$ cat src/common/uart_resp_pkg.sv
package uart_resp_pkg;

    localparam int unsigned CLK_HZ       = 20000000;
    localparam int unsigned BAUD_BPS     = 9600;
    localparam int unsigned BIT_CYCLES   = CLK_HZ / BAUD_BPS;
    localparam logic [11:0] BIT_CNT      = 12'(BIT_CYCLES - 1);
    localparam logic [11:0] HALF_CNT     = 12'(BIT_CYCLES / 2 - 1);
    localparam logic [3:0]  FRAME_LAST   = 4'ha;

    localparam int unsigned RING_DEPTH   = 16;
    localparam logic [7:0]  RING_FULL    = 8'h10;
    localparam logic [2:0]  REPLY_LEN    = 3'h4;

    localparam logic [2:0]  CODE_UPPER_T = 3'h0;
    localparam logic [2:0]  CODE_LOWER_T = 3'h1;
    localparam logic [2:0]  CODE_OTHER   = 3'h2;
    localparam logic [2:0]  CODE_PARITY  = 3'h3;
    localparam logic [2:0]  CODE_FRAMING = 3'h4;
    localparam logic [2:0]  CODE_OVERRUN = 3'h5;

    localparam logic [7:0]  CHAR_UPPER_T = 8'h54;
    localparam logic [7:0]  CHAR_LOWER_T = 8'h74;
    localparam logic [7:0]  BYTE_UPPER_O = 8'h4f;
    localparam logic [7:0]  BYTE_UPPER_K = 8'h4b;
    localparam logic [7:0]  BYTE_LOWER_O = 8'h6f;
    localparam logic [7:0]  BYTE_LOWER_K = 8'h6b;
    localparam logic [7:0]  BYTE_UPPER_U = 8'h55;
    localparam logic [7:0]  BYTE_UPPER_C = 8'h43;
    localparam logic [7:0]  BYTE_UPPER_P = 8'h50;
    localparam logic [7:0]  BYTE_UPPER_E = 8'h45;
    localparam logic [7:0]  BYTE_UPPER_F = 8'h46;
    localparam logic [7:0]  BYTE_CR      = 8'h0d;
    localparam logic [7:0]  BYTE_LF      = 8'h0a;

    localparam logic [3:0]  REG_CONTROL  = 4'h0;
    localparam logic [3:0]  REG_STATUS   = 4'h4;
    localparam logic [3:0]  REG_POINTERS = 4'h8;
    localparam logic [3:0]  REG_LAST     = 4'hc;
    localparam logic [1:0]  CONTROL_RST  = 2'h3;
    localparam int unsigned CTRL_RX_EN   = 0;
    localparam int unsigned CTRL_TX_EN   = 1;

endpackage

$ cat src/hw/uart_tx_serializer.sv
`timescale 1ns/1ns
module uart_tx_serializer (
    input  wire logic       clk_sys,
    input  wire logic       sys_rst,
    input  wire logic       start,
    input  wire logic [7:0] data,
    output logic            serial_out,
    output logic            busy,
    output logic            done
);

    logic [10:0] frame;
    logic [11:0] baud_cnt;
    logic [3:0]  bit_idx;

    wire bit_end = busy && (baud_cnt == 12'h000);
    wire last    = bit_idx == uart_resp_pkg::FRAME_LAST;

    // Stop, even parity, eight data bits and start; shifted out from bit zero.
    wire [10:0] next_frame = {1'b1, ^data, data, 1'b0};

    always_ff @(posedge clk_sys or posedge sys_rst)
    begin
        if (sys_rst)
        begin
            frame      <= 11'h7ff;
            baud_cnt   <= 12'h000;
            bit_idx    <= 4'h0;
            busy       <= 1'b0;
            done       <= 1'b0;
            serial_out <= 1'b1;
        end
        else
        begin
            done <= bit_end && last;
            if (start && !busy)
            begin
                frame      <= next_frame;
                serial_out <= 1'b0;
                baud_cnt   <= uart_resp_pkg::BIT_CNT;
                bit_idx    <= 4'h0;
                busy       <= 1'b1;
            end
            else if (bit_end)
            begin
                baud_cnt <= uart_resp_pkg::BIT_CNT;
                if (last)
                begin
                    busy       <= 1'b0;
                    serial_out <= 1'b1;
                end
                else
                begin
                    serial_out <= frame[bit_idx + 4'h1];
                    bit_idx    <= bit_idx + 4'h1;
                end
            end
            else if (busy)
            begin
                baud_cnt <= baud_cnt - 12'h001;
            end
        end
    end

endmodule

$ cat src/hw/uart_char_responder.sv
`timescale 1ns/1ns
module uart_char_responder (
    input  wire logic        clk_sys,
    input  wire logic        sys_rst,
    input  wire logic [3:0]  avs_address,
    input  wire logic        avs_read,
    input  wire logic        avs_write,
    input  wire logic [31:0] avs_writedata,
    input  wire logic [3:0]  avs_byteenable,
    output logic [31:0]      avs_readdata,
    output logic             avs_waitrequest,
    input  wire logic        serial_in,
    output logic             serial_out
);

    typedef enum logic [0:0] {RX_IDLE, RX_FRAME} rx_state_t;
    typedef enum logic [1:0] {TX_IDLE, TX_SEND, TX_WAIT} tx_state_t;

    localparam int RING_SLOTS = uart_resp_pkg::RING_DEPTH;

    // Receive line synchroniser.
    logic rx_meta;
    logic rx_sync;

    // Receiver.
    rx_state_t   rx_state;
    logic [11:0] rx_baud;
    logic [3:0]  rx_idx;
    logic [7:0]  rx_shift;
    logic        rx_par_bit;
    logic        rx_end;
    logic        rx_par_bad;
    logic        rx_stop_bad;

    // Character that completed while the ring was full and is not yet taken, and the last clean character.
    logic        hold_valid;
    logic [7:0]  hold_data;
    logic [7:0]  last_char;

    // Ring of pending reply codes.
    logic [2:0]  reply_ring [RING_SLOTS];
    logic [7:0]  ring_write_ptr;
    logic [7:0]  ring_read_ptr;
    logic [7:0]  ring_fill_count;

    // Reply transmitter control.
    tx_state_t   tx_state;
    logic [2:0]  tx_code;
    logic [2:0]  tx_remaining_count;
    logic        tx_pending;
    logic        ser_start;
    logic [7:0]  ser_data;
    logic        ser_busy;
    logic        tx_done_event;

    // Register bus.
    logic [1:0]  control;
    logic        bus_ack;

    function automatic logic [2:0] classify(input logic [7:0] ch);
        if (ch == uart_resp_pkg::CHAR_UPPER_T)
            return uart_resp_pkg::CODE_UPPER_T;
        else if (ch == uart_resp_pkg::CHAR_LOWER_T)
            return uart_resp_pkg::CODE_LOWER_T;
        else
            return uart_resp_pkg::CODE_OTHER;
    endfunction

    function automatic logic [7:0] reply_byte(input logic [2:0] code, input logic [1:0] idx);
        logic [7:0] first;
        logic [7:0] second;
        first  = uart_resp_pkg::BYTE_UPPER_U;
        second = uart_resp_pkg::BYTE_UPPER_C;
        case (code)
            uart_resp_pkg::CODE_UPPER_T:
            begin
                first  = uart_resp_pkg::BYTE_UPPER_O;
                second = uart_resp_pkg::BYTE_UPPER_K;
            end
            uart_resp_pkg::CODE_LOWER_T:
            begin
                first  = uart_resp_pkg::BYTE_LOWER_O;
                second = uart_resp_pkg::BYTE_LOWER_K;
            end
            uart_resp_pkg::CODE_PARITY:
            begin
                first  = uart_resp_pkg::BYTE_UPPER_P;
                second = uart_resp_pkg::BYTE_UPPER_E;
            end
            uart_resp_pkg::CODE_FRAMING:
            begin
                first  = uart_resp_pkg::BYTE_UPPER_F;
                second = uart_resp_pkg::BYTE_UPPER_E;
            end
            uart_resp_pkg::CODE_OVERRUN:
            begin
                first  = uart_resp_pkg::BYTE_UPPER_O;
                second = uart_resp_pkg::BYTE_UPPER_E;
            end
            default:
            begin
                first  = uart_resp_pkg::BYTE_UPPER_U;
                second = uart_resp_pkg::BYTE_UPPER_C;
            end
        endcase
        case (idx)
            2'h0:    return first;
            2'h1:    return second;
            2'h2:    return uart_resp_pkg::BYTE_CR;
            default: return uart_resp_pkg::BYTE_LF;
        endcase
    endfunction

    // Only the second stage is looked at; the idle level is high.
    always_ff @(posedge clk_sys or posedge sys_rst)
    begin
        if (sys_rst)
        begin
            rx_meta <= 1'b1;
            rx_sync <= 1'b1;
        end
        else
        begin
            rx_meta <= serial_in;
            rx_sync <= rx_meta;
        end
    end

    wire rx_enable   = control[uart_resp_pkg::CTRL_RX_EN];
    wire tx_enable   = control[uart_resp_pkg::CTRL_TX_EN];
    wire rx_tick     = (rx_state == RX_FRAME) && (rx_baud == 12'h000);
    wire rx_false    = rx_tick && (rx_idx == 4'h0) && rx_sync;
    wire rx_last_bit = rx_tick && (rx_idx == uart_resp_pkg::FRAME_LAST);

    // Sampling in the middle of each bit tolerates a few percent of rate error.
    always_ff @(posedge clk_sys or posedge sys_rst)
    begin
        if (sys_rst)
        begin
            rx_state    <= RX_IDLE;
            rx_baud     <= 12'h000;
            rx_idx      <= 4'h0;
            rx_shift    <= 8'h00;
            rx_par_bit  <= 1'b0;
            rx_end      <= 1'b0;
            rx_par_bad  <= 1'b0;
            rx_stop_bad <= 1'b0;
        end
        else
        begin
            rx_end <= rx_last_bit;
            case (rx_state)
                RX_IDLE:
                begin
                    if (rx_enable && !rx_sync)
                    begin
                        rx_state <= RX_FRAME;
                        rx_baud  <= uart_resp_pkg::HALF_CNT;
                        rx_idx   <= 4'h0;
                    end
                end
                RX_FRAME:
                begin
                    if (rx_false || rx_last_bit)
                    begin
                        rx_state <= RX_IDLE;
                    end
                    else if (rx_tick)
                    begin
                        rx_baud <= uart_resp_pkg::BIT_CNT;
                        rx_idx  <= rx_idx + 4'h1;
                    end
                    else
                    begin
                        rx_baud <= rx_baud - 12'h001;
                    end
                    if (rx_tick && (rx_idx >= 4'h1) && (rx_idx <= 4'h8))
                    begin
                        rx_shift <= {rx_sync, rx_shift[7:1]};
                    end
                    if (rx_tick && (rx_idx == 4'h9))
                    begin
                        rx_par_bit <= rx_sync;
                    end
                    if (rx_last_bit)
                    begin
                        rx_par_bad  <= ^{rx_shift, rx_par_bit};
                        rx_stop_bad <= !rx_sync;
                    end
                end
                default:
                begin
                    rx_state <= RX_IDLE;
                end
            endcase
        end
    end

    // Event decode for a completed frame.
    wire ring_full      = ring_fill_count == uart_resp_pkg::RING_FULL;
    wire ring_empty     = ring_fill_count == 8'h00;
    wire overrun_err    = rx_end && hold_valid;
    wire framing_err    = rx_end && rx_stop_bad;
    wire parity_err     = rx_end && rx_par_bad;
    wire rx_error_event = overrun_err || framing_err || parity_err;
    wire rx_done_event  = rx_end && !rx_error_event;

    // At most one entry per character (none for an errored one while the ring is full), the most serious error named.
    wire [2:0] error_code = overrun_err ? uart_resp_pkg::CODE_OVERRUN :
                            framing_err ? uart_resp_pkg::CODE_FRAMING :
                            uart_resp_pkg::CODE_PARITY;

    // A held character is taken once space opens and no frame event competes.
    wire take_hold   = hold_valid && !rx_end && !ring_full;
    wire store_error = rx_error_event && !ring_full;
    wire store_char  = rx_done_event && !ring_full;
    wire store       = store_error || store_char || take_hold;
    wire [2:0] store_code = store_error ? error_code :
                            store_char  ? classify(rx_shift) :
                            classify(hold_data);

    // Receive and error events come first; a waiting transmit done is serviced after.
    wire tx_service = tx_pending && !rx_end;
    wire take       = (tx_state == TX_IDLE) && !ring_empty && tx_enable;

    always_ff @(posedge clk_sys or posedge sys_rst)
    begin
        if (sys_rst)
        begin
            hold_valid <= 1'b0;
            hold_data  <= 8'h00;
            last_char  <= 8'h00;
        end
        else
        begin
            if (rx_done_event && ring_full)
            begin
                hold_valid <= 1'b1;
                hold_data  <= rx_shift;
            end
            else if (take_hold || store_char)
            begin
                hold_valid <= 1'b0;
            end
            if (rx_done_event)
            begin
                last_char <= rx_shift;
            end
        end
    end

    generate
        for (genvar slot = 0; slot < RING_SLOTS; slot++)
        begin : g_ring
            always_ff @(posedge clk_sys or posedge sys_rst)
            begin
                if (sys_rst)
                begin
                    reply_ring[slot] <= uart_resp_pkg::CODE_OTHER;
                end
                else if (store && (ring_write_ptr[3:0] == 4'(slot)))
                begin
                    reply_ring[slot] <= store_code;
                end
            end
        end
    endgenerate

    wire [7:0] next_fill = ring_fill_count + {7'h00, store} - {7'h00, take};

    always_ff @(posedge clk_sys or posedge sys_rst)
    begin
        if (sys_rst)
        begin
            ring_write_ptr  <= 8'h00;
            ring_read_ptr   <= 8'h00;
            ring_fill_count <= 8'h00;
        end
        else
        begin
            if (store)
            begin
                ring_write_ptr <= ring_write_ptr + 8'h01;
            end
            if (take)
            begin
                ring_read_ptr <= ring_read_ptr + 8'h01;
            end
            ring_fill_count <= next_fill;
        end
    end

    wire [2:0] next_remaining = tx_remaining_count - 3'h1;
    wire [1:0] byte_idx       = 2'(uart_resp_pkg::REPLY_LEN - tx_remaining_count);

    // Reply sequencer; reception keeps running underneath it.
    always_ff @(posedge clk_sys or posedge sys_rst)
    begin
        if (sys_rst)
        begin
            tx_state           <= TX_IDLE;
            tx_code            <= uart_resp_pkg::CODE_OTHER;
            tx_remaining_count <= 3'h0;
            tx_pending         <= 1'b0;
            ser_start          <= 1'b0;
            ser_data           <= 8'h00;
        end
        else
        begin
            ser_start <= 1'b0;
            if (tx_done_event)
            begin
                tx_pending <= 1'b1;
            end
            else if (tx_service)
            begin
                tx_pending <= 1'b0;
            end
            case (tx_state)
                TX_IDLE:
                begin
                    if (take)
                    begin
                        tx_code            <= reply_ring[ring_read_ptr[3:0]];
                        tx_remaining_count <= uart_resp_pkg::REPLY_LEN;
                        tx_state           <= TX_SEND;
                    end
                end
                TX_SEND:
                begin
                    ser_data  <= reply_byte(tx_code, byte_idx);
                    ser_start <= 1'b1;
                    tx_state  <= TX_WAIT;
                end
                TX_WAIT:
                begin
                    if (tx_service)
                    begin
                        tx_remaining_count <= next_remaining;
                        tx_state <= (next_remaining != 3'h0) ? TX_SEND : TX_IDLE;
                    end
                end
                default:
                begin
                    tx_state <= TX_IDLE;
                end
            endcase
        end
    end

    uart_tx_serializer u_tx (
        .clk_sys    (clk_sys),
        .sys_rst    (sys_rst),
        .start      (ser_start),
        .data       (ser_data),
        .serial_out (serial_out),
        .busy       (ser_busy),
        .done       (tx_done_event)
    );

    // Register bus: every access is answered on the second edge it is seen.
    wire        bus_req   = avs_read || avs_write;
    wire        sel_ctrl  = avs_address == uart_resp_pkg::REG_CONTROL;
    wire        sel_stat  = avs_address == uart_resp_pkg::REG_STATUS;
    wire        sel_ptrs  = avs_address == uart_resp_pkg::REG_POINTERS;
    wire        sel_last  = avs_address == uart_resp_pkg::REG_LAST;
    wire        ctrl_wr   = avs_write && bus_ack && sel_ctrl && avs_byteenable[0];
    wire [31:0] stat_word = {12'h000, hold_valid, ser_busy, ring_full, ring_empty,
                             5'h00, tx_remaining_count, ring_fill_count};
    wire [31:0] ptr_word  = {16'h0000, ring_read_ptr, ring_write_ptr};
    wire [31:0] read_word = sel_ctrl ? {30'h00000000, control} :
                            sel_stat ? stat_word :
                            sel_ptrs ? ptr_word :
                            sel_last ? {24'h000000, last_char} :
                            32'h00000000;

    assign avs_waitrequest = bus_req && !bus_ack;

    always_ff @(posedge clk_sys or posedge sys_rst)
    begin
        if (sys_rst)
        begin
            bus_ack      <= 1'b0;
            avs_readdata <= 32'h00000000;
            control      <= uart_resp_pkg::CONTROL_RST;
        end
        else
        begin
            bus_ack <= bus_req && !bus_ack;
            if (avs_read && !bus_ack)
            begin
                avs_readdata <= read_word;
            end
            if (ctrl_wr)
            begin
                control <= avs_writedata[1:0];
            end
        end
    end

endmodule

$ cat config.mk
export PLATFORM = sky130hd
export DESIGN_NAME = uart_char_responder
export DESIGN_NICKNAME = d
export VERILOG_FILES = /design/src/common/uart_resp_pkg.sv /design/src/hw/uart_tx_serializer.sv /design/src/hw/uart_char_responder.sv
export SDC_FILE = /design/constraint.sdc
export NUM_CORES = 1
export LEC_CHECK = 0
export CAP_MARGIN = 10
export CORE_AREA = 2 2 202 105
export CTS_CLUSTER_SIZE = 40
export DETAILED_ROUTE_END_ITERATION = 8
export DIE_AREA = 0 0 204 107
export DONT_BUFFER_PORTS = 1
export PLACE_DENSITY_LB_ADDON = 0.25
export SLEW_MARGIN = 5
export SYNTH_ARGS = -nofsm -noshare
export SYNTH_HDL_FRONTEND = slang
export SYNTH_SLANG_ARGS = --single-unit
$ cat constraint.sdc
create_clock -name clk_sys -period 6.4 [get_ports clk_sys]
set_input_delay 0.32 -clock clk_sys [delete_from_list [all_inputs] [get_ports clk_sys]]
set_output_delay 0.32 -clock clk_sys [all_outputs]
set_load 0.03 [all_outputs]
# Word level (Yosys, flattened, before mapping)
# Index checks and enable logic that the tools add are counted.
# word_totals
latchBits	0
out_inout_bits	34
ram_bits	0
ff_bits	202
memories	0
rom_bits	0
# op_classes
n_shift	0
addsub	10
bitwise_logic	2
mux	55
eq_ne	40
n_lt_le_gt_ge	4
n_mul	0
reduce_logical	88
div_mod_pow	0
# ops
cell	count
2-to-1 mux 12 bit	6
equality test 4 bit, second input constant	13
logical AND 1 bit	44
2-to-1 mux 20 bit	2
equality test 8 x 7 -> 1 bit, second input constant	4
zero test 12 bit	2
2-to-1 mux 3 bit	8
2-to-1 mux 4 bit	6
case mux 12 bit (2 select lines)	1
case mux 6 bit (4 select lines)	1
case mux 8 bit (3 select lines)	1
subtractor 12 x 1 -> 12 bit, second input constant	2
equality test 4 x 3 -> 1 bit, second input constant	5
case mux 6 bit (3 select lines)	1
adder 8 x 1 -> 8 bit, second input constant	2
2-to-1 mux 16 bit	1
AND reduction 2 bit	8
2-to-1 mux 1 bit	15
binary-select mux 3 bit (select 4 bit)	1
zero test 4 bit	3
2-to-1 mux 2 bit	6
!= test 2 bit, second input constant	5
nonzero test 2 bit	5
parity 9 bit	1
36 further kinds	56

# Longest topological paths before layout
# Gate-level depths: netlist of run 1.
# depth
word_depth	10
depth_mapped	17
depth_no_buf	16

# Cells and area by module
# Synthesis of run 1 repeated with hierarchy kept, for this count alone.
# unflattened
cells_unflattened	816
area_unflattened_um2	9557.9
# modules_own_cells
module	seq_area_each_um2	instances	area_per_inst_um2	cells_each
uart_char_responder	4030.1	1	8010.2	675
uart_tx_serializer	739.5	1	1547.7	141

# Worst setup path before layout of run 1
# OpenSTA, ideal clock, no wires.
# synth_path
path_type	flip-flop to flip-flop
from	register ring_fill_count[2]
to	register ring_fill_count[6]
arrival_time_ns	3.059
required_ns	6.275
n_path_buf	1
synth_period_minus_slack_ns	3.184
stages_incl_launch_ff	18
path_slack_ns	3.216
setup_time_ns	0.125
cell_sequence	dfrtp_1 > inv_1 > ha_1 > and4bb_1 > and2_1 > clkbuf_1 > nor2_2 > inv_1 > ha_1 > inv_1 > ha_1 > inv_1 > fa_1 > nor2b_1 > o21a_1 > o21a_1 > o211a_1 > a2111oi_0
# synth_between
elab_chain_len	7
# synth_lines
element	line_no	text
start: declaration	uart_char_responder.sv:44	logic [7:0] ring_fill_count;
start signal: assignment	uart_char_responder.sv:289	ring_fill_count <= next_fill;
equality test 8 x 5 -> 1 bit	uart_char_responder.sv:200	wire ring_full = ring_fill_count == uart_resp_pkg::RING_FULL;
zero test 1 bit	uart_char_responder.sv:214, uart_char_responder.sv:215, uart_char_responder.sv:216	
logical AND 1 bit (on tied branches)	uart_char_responder.sv:215, uart_char_responder.sv:216	
logical OR 1 bit (2 in series)	uart_char_responder.sv:217	wire store = store_error || store_char || take_hold;
adder 8 x 1 -> 8 bit	uart_char_responder.sv:269	wire [7:0] next_fill = ring_fill_count + {7'h00, store} - {7'h00, take};
subtractor 8 x 1 -> 8 bit *	uart_char_responder.sv:269	
via next_fill[6]	uart_char_responder.sv:269	
# Mark *: on every way through the listed nets, which the timed path passes. The rest lies on a longest branch.
# A chain may end at the register's enable or synchronous reset.

# Worst setup path in the final report of run 1
# layout_path
from	register ring_fill_count[2]
to	register ring_fill_count[6]
# layout_lines
element	line_no	text
zero test 8 bit	uart_char_responder.sv:201	wire ring_empty = ring_fill_count == 8'h00;
zero test 1 bit	uart_char_responder.sv:224	wire take = (tx_state == TX_IDLE) && !ring_empty && tx_enable;
logical AND 1 bit (2 in series)	uart_char_responder.sv:224	
via take	uart_char_responder.sv:224	
subtractor 8 x 1 -> 8 bit	uart_char_responder.sv:269	
via next_fill[6]	uart_char_responder.sv:269	
# The timed path passes the listed nets, and every way through them passes these cells.

==> results of run 1 <==
==> cell type report <==
| class | count | area share, % |
|---|---|---|
| Sequential cell | 188 | 46.3 |
| Multi-Input combinational cell | 573 | 42.7 |
| Clock buffer | 20 | 4.46 |
| Tap cell | 273 | 3.33 |
| Inverter | 38 | 1.47 |
| Clock inverter | 12 | 1.10 |
| Timing Repair Buffer | 8 | 0.684 |
==> metrics by stage <==
step	setup slack [ps]	util [%]	cells	cell area (um2)	hold slack (ps)
after detailed placement	2420	48.0	1076	9630	325
after global routing	2030	51.0	1112	10200	103
after global placement	2620	48.0	1076	9630	325
final	2450	51.0	1112	10200	86.7
after floorplan	1020	-	842	9460	324
after CTS	2410	51.0	1112	10200	62.4
==> worst paths after layout <==
path | from | to | slack (ps) | depth (start not counted)
min reg2reg | rx_meta$_DFF_PP1_ | rx_sync$_DFF_PP1_ | 360 | 0
min | avs_address[3] | avs_readdata[7]$_DFFE_PP0P_ | 90 | 2
max reg2reg | ring_fill_count[2]$_DFF_PP0_ | ring_fill_count[6]$_DFF_PP0_ | 2450 | 16
max in group asynchronous | sys_rst | reply_ring[44]$_DFFE_PP0P_ | 4380 | 3
max | ring_fill_count[2]$_DFF_PP0_ | ring_fill_count[6]$_DFF_PP0_ | 2450 | 16
min in group asynchronous | sys_rst | rx_idx[3]$_DFFE_PP0P_ | 510 | 2
==> flip-flops by register name, summed over array words and instances (netlist names), 2 cells and up <==
| signal | count |
|---|---|
| u_tx.bit_idx | 4 |
| ring_read_ptr | 8 |
| rx_idx | 4 |
| hold_data | 8 |
| rx_baud | 12 |
| control | 2 |
| tx_code | 3 |
| reply_ring | 48 |
| tx_remaining_count | 3 |
| ser_data | 7 |
| ring_write_ptr | 8 |
| last_char | 8 |
| u_tx.baud_cnt | 12 |
| rx_shift | 8 |
| avs_readdata | 20 |
| u_tx.frame | 9 |
| ring_fill_count | 8 |
| tx_state | 2 |
==> worst register-to-register path, cell delays in order (launching register included) <==
cell and delay [ps]:
dfrtp_1 420, inv_1 100, ha_1 140, and4bb_1 250
nand2_1 190, nand3_1 350, clkinv_1 420, ha_1 420
inv_1 40, ha_1 180, inv_1 70, fa_1 200
nor2b_1 50, o21a_1 170, o21a_1 190, o211a_1 200
a2111oi_0 420
==> placed cells by master (no fill, tap or decap), drive strengths merged, types with 9 or more instances in the layout <==
| cell type | Yosys | final |
|---|---|---|
| a21oi | 19 | 19 |
| a22oi | 13 | 13 |
| clkbuf | 22 | 20 |
| conb | 1 | 12 |
| dfrtp | 157 | 157 |
| dfstp | 31 | 31 |
| ha | 30 | 30 |
| inv | 37 | 40 |
| mux2 | 88 | 88 |
| mux2i | 9 | 9 |
| mux4 | 13 | 13 |
| nand2 | 88 | 88 |
| nand2b | 9 | 9 |
| nand3 | 18 | 18 |
| nor2 | 36 | 36 |
| nor3 | 19 | 19 |
| o21ai | 54 | 54 |
| xnor2 | 32 | 32 |
| xor2 | 10 | 10 |
==> where the power goes <==
part	switching, uW	leakage (uW)	total, uW	internal, uW
logic	258	0.00183	449	190
registers	100	0.00249	1370	1270
clock network	481	0.000277	1040	560
total	840	0.00459	2860	2020
==> timing repair <==
| action | in CTS | in global routing |
|---|---|---|
| resized for setup | 0 | 0 |
| hold endpoints to repair | 101 | 0 |
| hold buffers | 4 | 0 |
| setup endpoints to repair | 0 | 0 |
==> layer usage <==
layer	global-route usage [%]	wire length, um	part of all wire (%)
met5	0	0	0
met3	5.05	900	4.5
met1	32.7	11500	58
met4	5.28	209	1.1
met2	23.8	7220	36
==> kinds of logic (layout without fill, tap and decap cells) <==
group | after synthesis | after routing
flops | 188 | 188
fa+ha+maj | 31 | 31
compound gates | 133 | 133
simple gates | 245 | 245
xor+xnor | 42 | 42
buf+inv | 81 | 78
mux | 110 | 110
other cells | 1 | 12
==> results.tsv, run 1 <==
metric	value	unit
synth-seq-cells	188	
critPathTopFamily	compound AO/OA/AOI/OAI gates	
critical_path.max_fanout	9	
post-synth-top-count-cell	dfrtp_1	
yosys_warnings	0	
total_leakage_power	0.00459	uW
critPathArrivalTime	4250	ps
drtAntennaViolNets	0	
final_nets	902	
route.detailed.drc	0	
antenna_found_initial	0	
drt_first_iter_violations	410	
power.density_cell_area	279	nW/um2
crit_chain	inv_1, ha_1, and4bb_1, nand2_1, nand3_1, clkinv_1, ha_1, inv_1, ha_1, inv_1, fa_1, nor2b_1, o21a_1, o21a_1, o211a_1, a2111oi_0	
yosys.cell_types.count	74	
endpoint_kind_of_the_worst_setup_timing_path	flop	
worst_setup_hold_path_clk_slew	70	ps
cpPeakStageDelay	420	ps
synth_xor_area_share	3.91	%
level_count_of_the_clock_h_tree	4	
pin_count_of_the_biggest_net_entering_global_routing	114	
cts-buffers-inserted	17	
worst-setup-path-type	reg -> reg	
cp_slowest_cell	dfrtp_1	
io_buffers	0	
grt_pass1_wl	32.6	mm
routed_wirelength	19.8	mm
timing.critical_path.from_type	flop	
detail_route.first_pass.iterations	4	
final.period_utilization	61.7	%
num-fill-cells	1820	
grt_setup_unrepaired	false	
timing.slew.headroom	19.6	%
place_congestion	0.781	
pin_count	79	
timing.critical_path.required	6710	ps
yosysTopAreaCell	dfrtp_1	
synth.mux.area_fraction	14.6	%
post_synth_fa_ha_maj_area_fraction	4.20	%
multi_input_area	4370	um2
detail_route.vias_per_cell	5.43	
synth_largest_type_area_fraction	41.7	%
area.sequential	4740	um2
area_delta_synth_final	8.80	%
clk_path_buf_depth	2	
setup_total_negative_slack	0	ps
first_global_vias	5744	
hp-class	in -> reg	
gr-total-overflow	0	
share_of_layout_cells_above_drive_strength_1	22.6	%
ys_top_cells_by_area	dfrtp_1, mux2_2, dfstp_2, ha_1, nand2_1	
floorplan.die_area	21800	um2
outcome	complete, no violations	
ys_dominant_reg_cell	dfrtp_1	
synth_sequential_area_ratio	50.4	%
async_reset_ff_share	100	%
syn_area	9420	um2
synthSimpleGateAreaFrac	13.9	%
clock.fmax	253	MHz
tritoncts	yes	
total_power	2860	uW
synth.top_cells.by_count	dfrtp_1, mux2_2, nand2_1, o21ai_0, inv_1	
sum_of_buffers_and_inverters_on_the_critical_path	4	
syn_avg_cell_area	11.3	um2
insertion_delay_of_the_later_clocked_pin_in_the_worst_skew_pair	450	ps
postSynthCellCount	831	
max_cap_viol_count	0	
vdd_drop_max	0.000228	V
finalMaxSlewViolations	0	
finClkSkew	10.1	ps
number_of_placement_rows	37	
synth_compound_gate_area_share	9.20	%
max_slew.worst_pin.slew	1200	ps
detailroute.via_count	6034	
grt.total_usage	19.6	%
min_period	3950	ps
post_drt_wl_per_cell	17.8	um
post-cts-setup-buffers	0	
initial_utilization	46.9	%
cts-root-buf	clkbuf_16	
antenna_cells	0	
setup-violations-final	0	
synth-edff-count	0	
die_width	204	um
synth_top_family_by_area	multiplexers	
core-area	20100	um2
dpl.hpwl	14.0	mm
cts.sinks	188	
die_y	107	um
final-hold-violation-count	0	
No activity file was read; power rests on OpenSTA's default activity.
==> run 2: changes to the inputs <==
==> constraint.sdc (replaced) <==
create_clock -name clk_sys -period 3.5 [get_ports clk_sys]
set_input_delay 0.175 -clock clk_sys [delete_from_list [all_inputs] [get_ports clk_sys]]
set_output_delay 0.175 -clock clk_sys [all_outputs]
set_load 0.03 [all_outputs]
==> run 2 against run 1 <==
  * Clock power grew 82%
  * Sequential share of layout area decreased by 0.39 points
  * Hold slack got worse by 54 ps
  * Sequential power is 82% higher
==> results.tsv, run 2 (synthesis gave the netlist of run 1 again) <==
metric	value	unit
outcome	complete, no violations	
post-cts-setup-buffers	0	
dpl.hpwl	14.4	mm
io_buffers	0	
finalMaxSlewViolations	0	
timing.critical_path.from_type	flop	
sum_of_buffers_and_inverters_on_the_critical_path	4	
max_slew.worst_pin.slew	1120	ps
initial_utilization	46.9	%
post_drt_wl_per_cell	18.0	um
tritoncts	yes	
share_of_layout_cells_above_drive_strength_1	23.5	%
route.detailed.drc	0	
cpPeakStageDelay	400	ps
clk_path_buf_depth	2	
level_count_of_the_clock_h_tree	4	
drt_first_iter_violations	493	
final_design_area_no_fill	10300	um2
cts.sinks	188	
die_width	204	um
total_leakage_power	0.00464	uW
power.density_cell_area	491	nW/um2
detailroute.via_count	6160	
grt.total_usage	20.1	%
r2r_slack	250	ps
timing.rr.end	ring_fill_count[6]$_DFF_PP0_	
pin_count_of_the_biggest_net_entering_global_routing	92	
post_dp_cell_area	9700	um2
critPathArrivalTime	3570	ps
crit_chain	inv_1, ha_1, and4bb_1, and2_1, nor2_2, inv_2, ha_1, inv_1, ha_1, inv_1, fa_1, nor2b_1, o21a_1, o21a_1, nor4_1, a2111oi_2	
first_global_vias	5953	
min_period	3250	ps
area_delta_synth_final	9.71	%
mostFrequentLayoutCell	dfrtp_1	
detail_route.first_pass.iterations	5	
pin_count	79	
timing.slew.headroom	25.1	%
cp_slowest_cell	fa_1	
insertion_delay_of_the_later_clocked_pin_in_the_worst_skew_pair	440	ps
place_congestion	0.827	
gr-total-overflow	0	
die_y	107	um
grt_pass1_wl	33.7	mm
critical_path.max_fanout	6	
final-hold-violation-count	0	
holdPathStages	3	
clock.fmax	307	MHz
final.period_utilization	93.0	%
hp-class	in -> reg	
min-delay-start	avs_address[2]	
worst_setup_hold_path_clk_slew	70	ps
r2r_start	ring_fill_count[6]$_DFF_PP0_	
final_nets	911	
endpoint_kind_of_the_worst_setup_timing_path	flop	
routed_wirelength	20.2	mm
antenna_cells	0	
number_of_placement_rows	37	
critPathTopFamily	adder cells	
worst_setup_path_startpoint	ring_fill_count[6]$_DFF_PP0_	
worst-setup-path-type	reg -> reg	
register_bank_with_the_most_flops	reply_ring	
cts-root-buf	clkbuf_16	
max_cap_viol_count	0	
floorplan.die_area	21800	um2
reg_top3	reply_ring (48), avs_readdata (20)	
number_of_flip_flops_under_the_largest_register_name	48	
layout.cells.most_common_list	dfrtp_1, nand2_1, mux2_2, o21ai_0, nor2_1	
worstHoldEndpoint	avs_readdata[14]$_DFFE_PP0P_	
cts-buffers-inserted	17	
timing.critical_path.required	3820	ps
drtAntennaViolNets	0	
detail_route.vias_per_cell	5.50	
antenna_found_initial	0	
core-area	20100	um2
setup-violations-final	0	
fin_worst_hold_slack	32.7	ps
num-fill-cells	1792	
finClkSkew	11.4	ps
reg2reg_depth	16	
vdd_drop_max	0.000351	V
## run 2: how the worst max path moves through the flow
stage	end	depth (start not counted)
finish	ring_fill_count[6]$_DFF_PP0_	16
global placement	ring_fill_count[6]$_DFF_PP0_	16
detailed placement	ring_fill_count[6]$_DFF_PP0_	16
CTS	ring_fill_count[6]$_DFF_PP0_	16
floorplan	ring_fill_count[6]$_DFF_PP0_	17
global route	ring_fill_count[6]$_DFF_PP0_	16
## run 2: power breakdown
part | total, uW | leakage (uW) | internal [uW] | switching [uW]
registers | 2500 | 0.00249 | 2310 | 192
clock network | 1890 | 0.000276 | 1030 | 858
logic | 681 | 0.00187 | 283 | 398
total | 5070 | 0.00464 | 3620 | 1450
## run 2: area by class of cell
class                      count  area [um2]  area share [%]
timing repair buffer          17         153            1.48
clock inverter                11         110            1.07
clock buffer                  21         460            4.46
tap                          273         342            3.31
sequential                   188        4740            45.9
inverter                      38         146            1.42
multi-input combinational    573        4380            42.4
## run 2: metal layers
layer,routed length (um),GRT usage [%],vias to the layer above
li1,-,-,2945
met1,11400,33.7,3068
met2,7510,24.5,137
met3,1090,5.20,10
met4,153,4.81,0
met5,0,0,-
## run 2: tightest hold or removal path, cell delays in order
cell and delay (ps):
nor4b_2 90, nand2_1 90, o21ai_0 60
## run 2: per-stage QoR
stage | util (%) | std cells | TNS [ps] | power [uW] | worst slack (ps)
2_1_floorplan | - | 842 | 0 | 3050 | 316
3_3_place_gp | 48.3 | 1084 | 0 | 3190 | 362
3_5_place_dp | 48.3 | 1084 | 0 | 3210 | 141
4_1_cts | 51.4 | 1121 | 0 | 5120 | 110
5_1_grt | 51.4 | 1121 | -33.8 | 5320 | -33.8
6_report | 51.4 | 1121 | 0 | 5070 | 246
## run 2: repair_timing
action                                  in CTS  in global routing
hold endpoints to repair                    32                  0
endpoints found under the setup margin       0                  1
resized for setup                            0                  3
hold buffers                                 5                  0
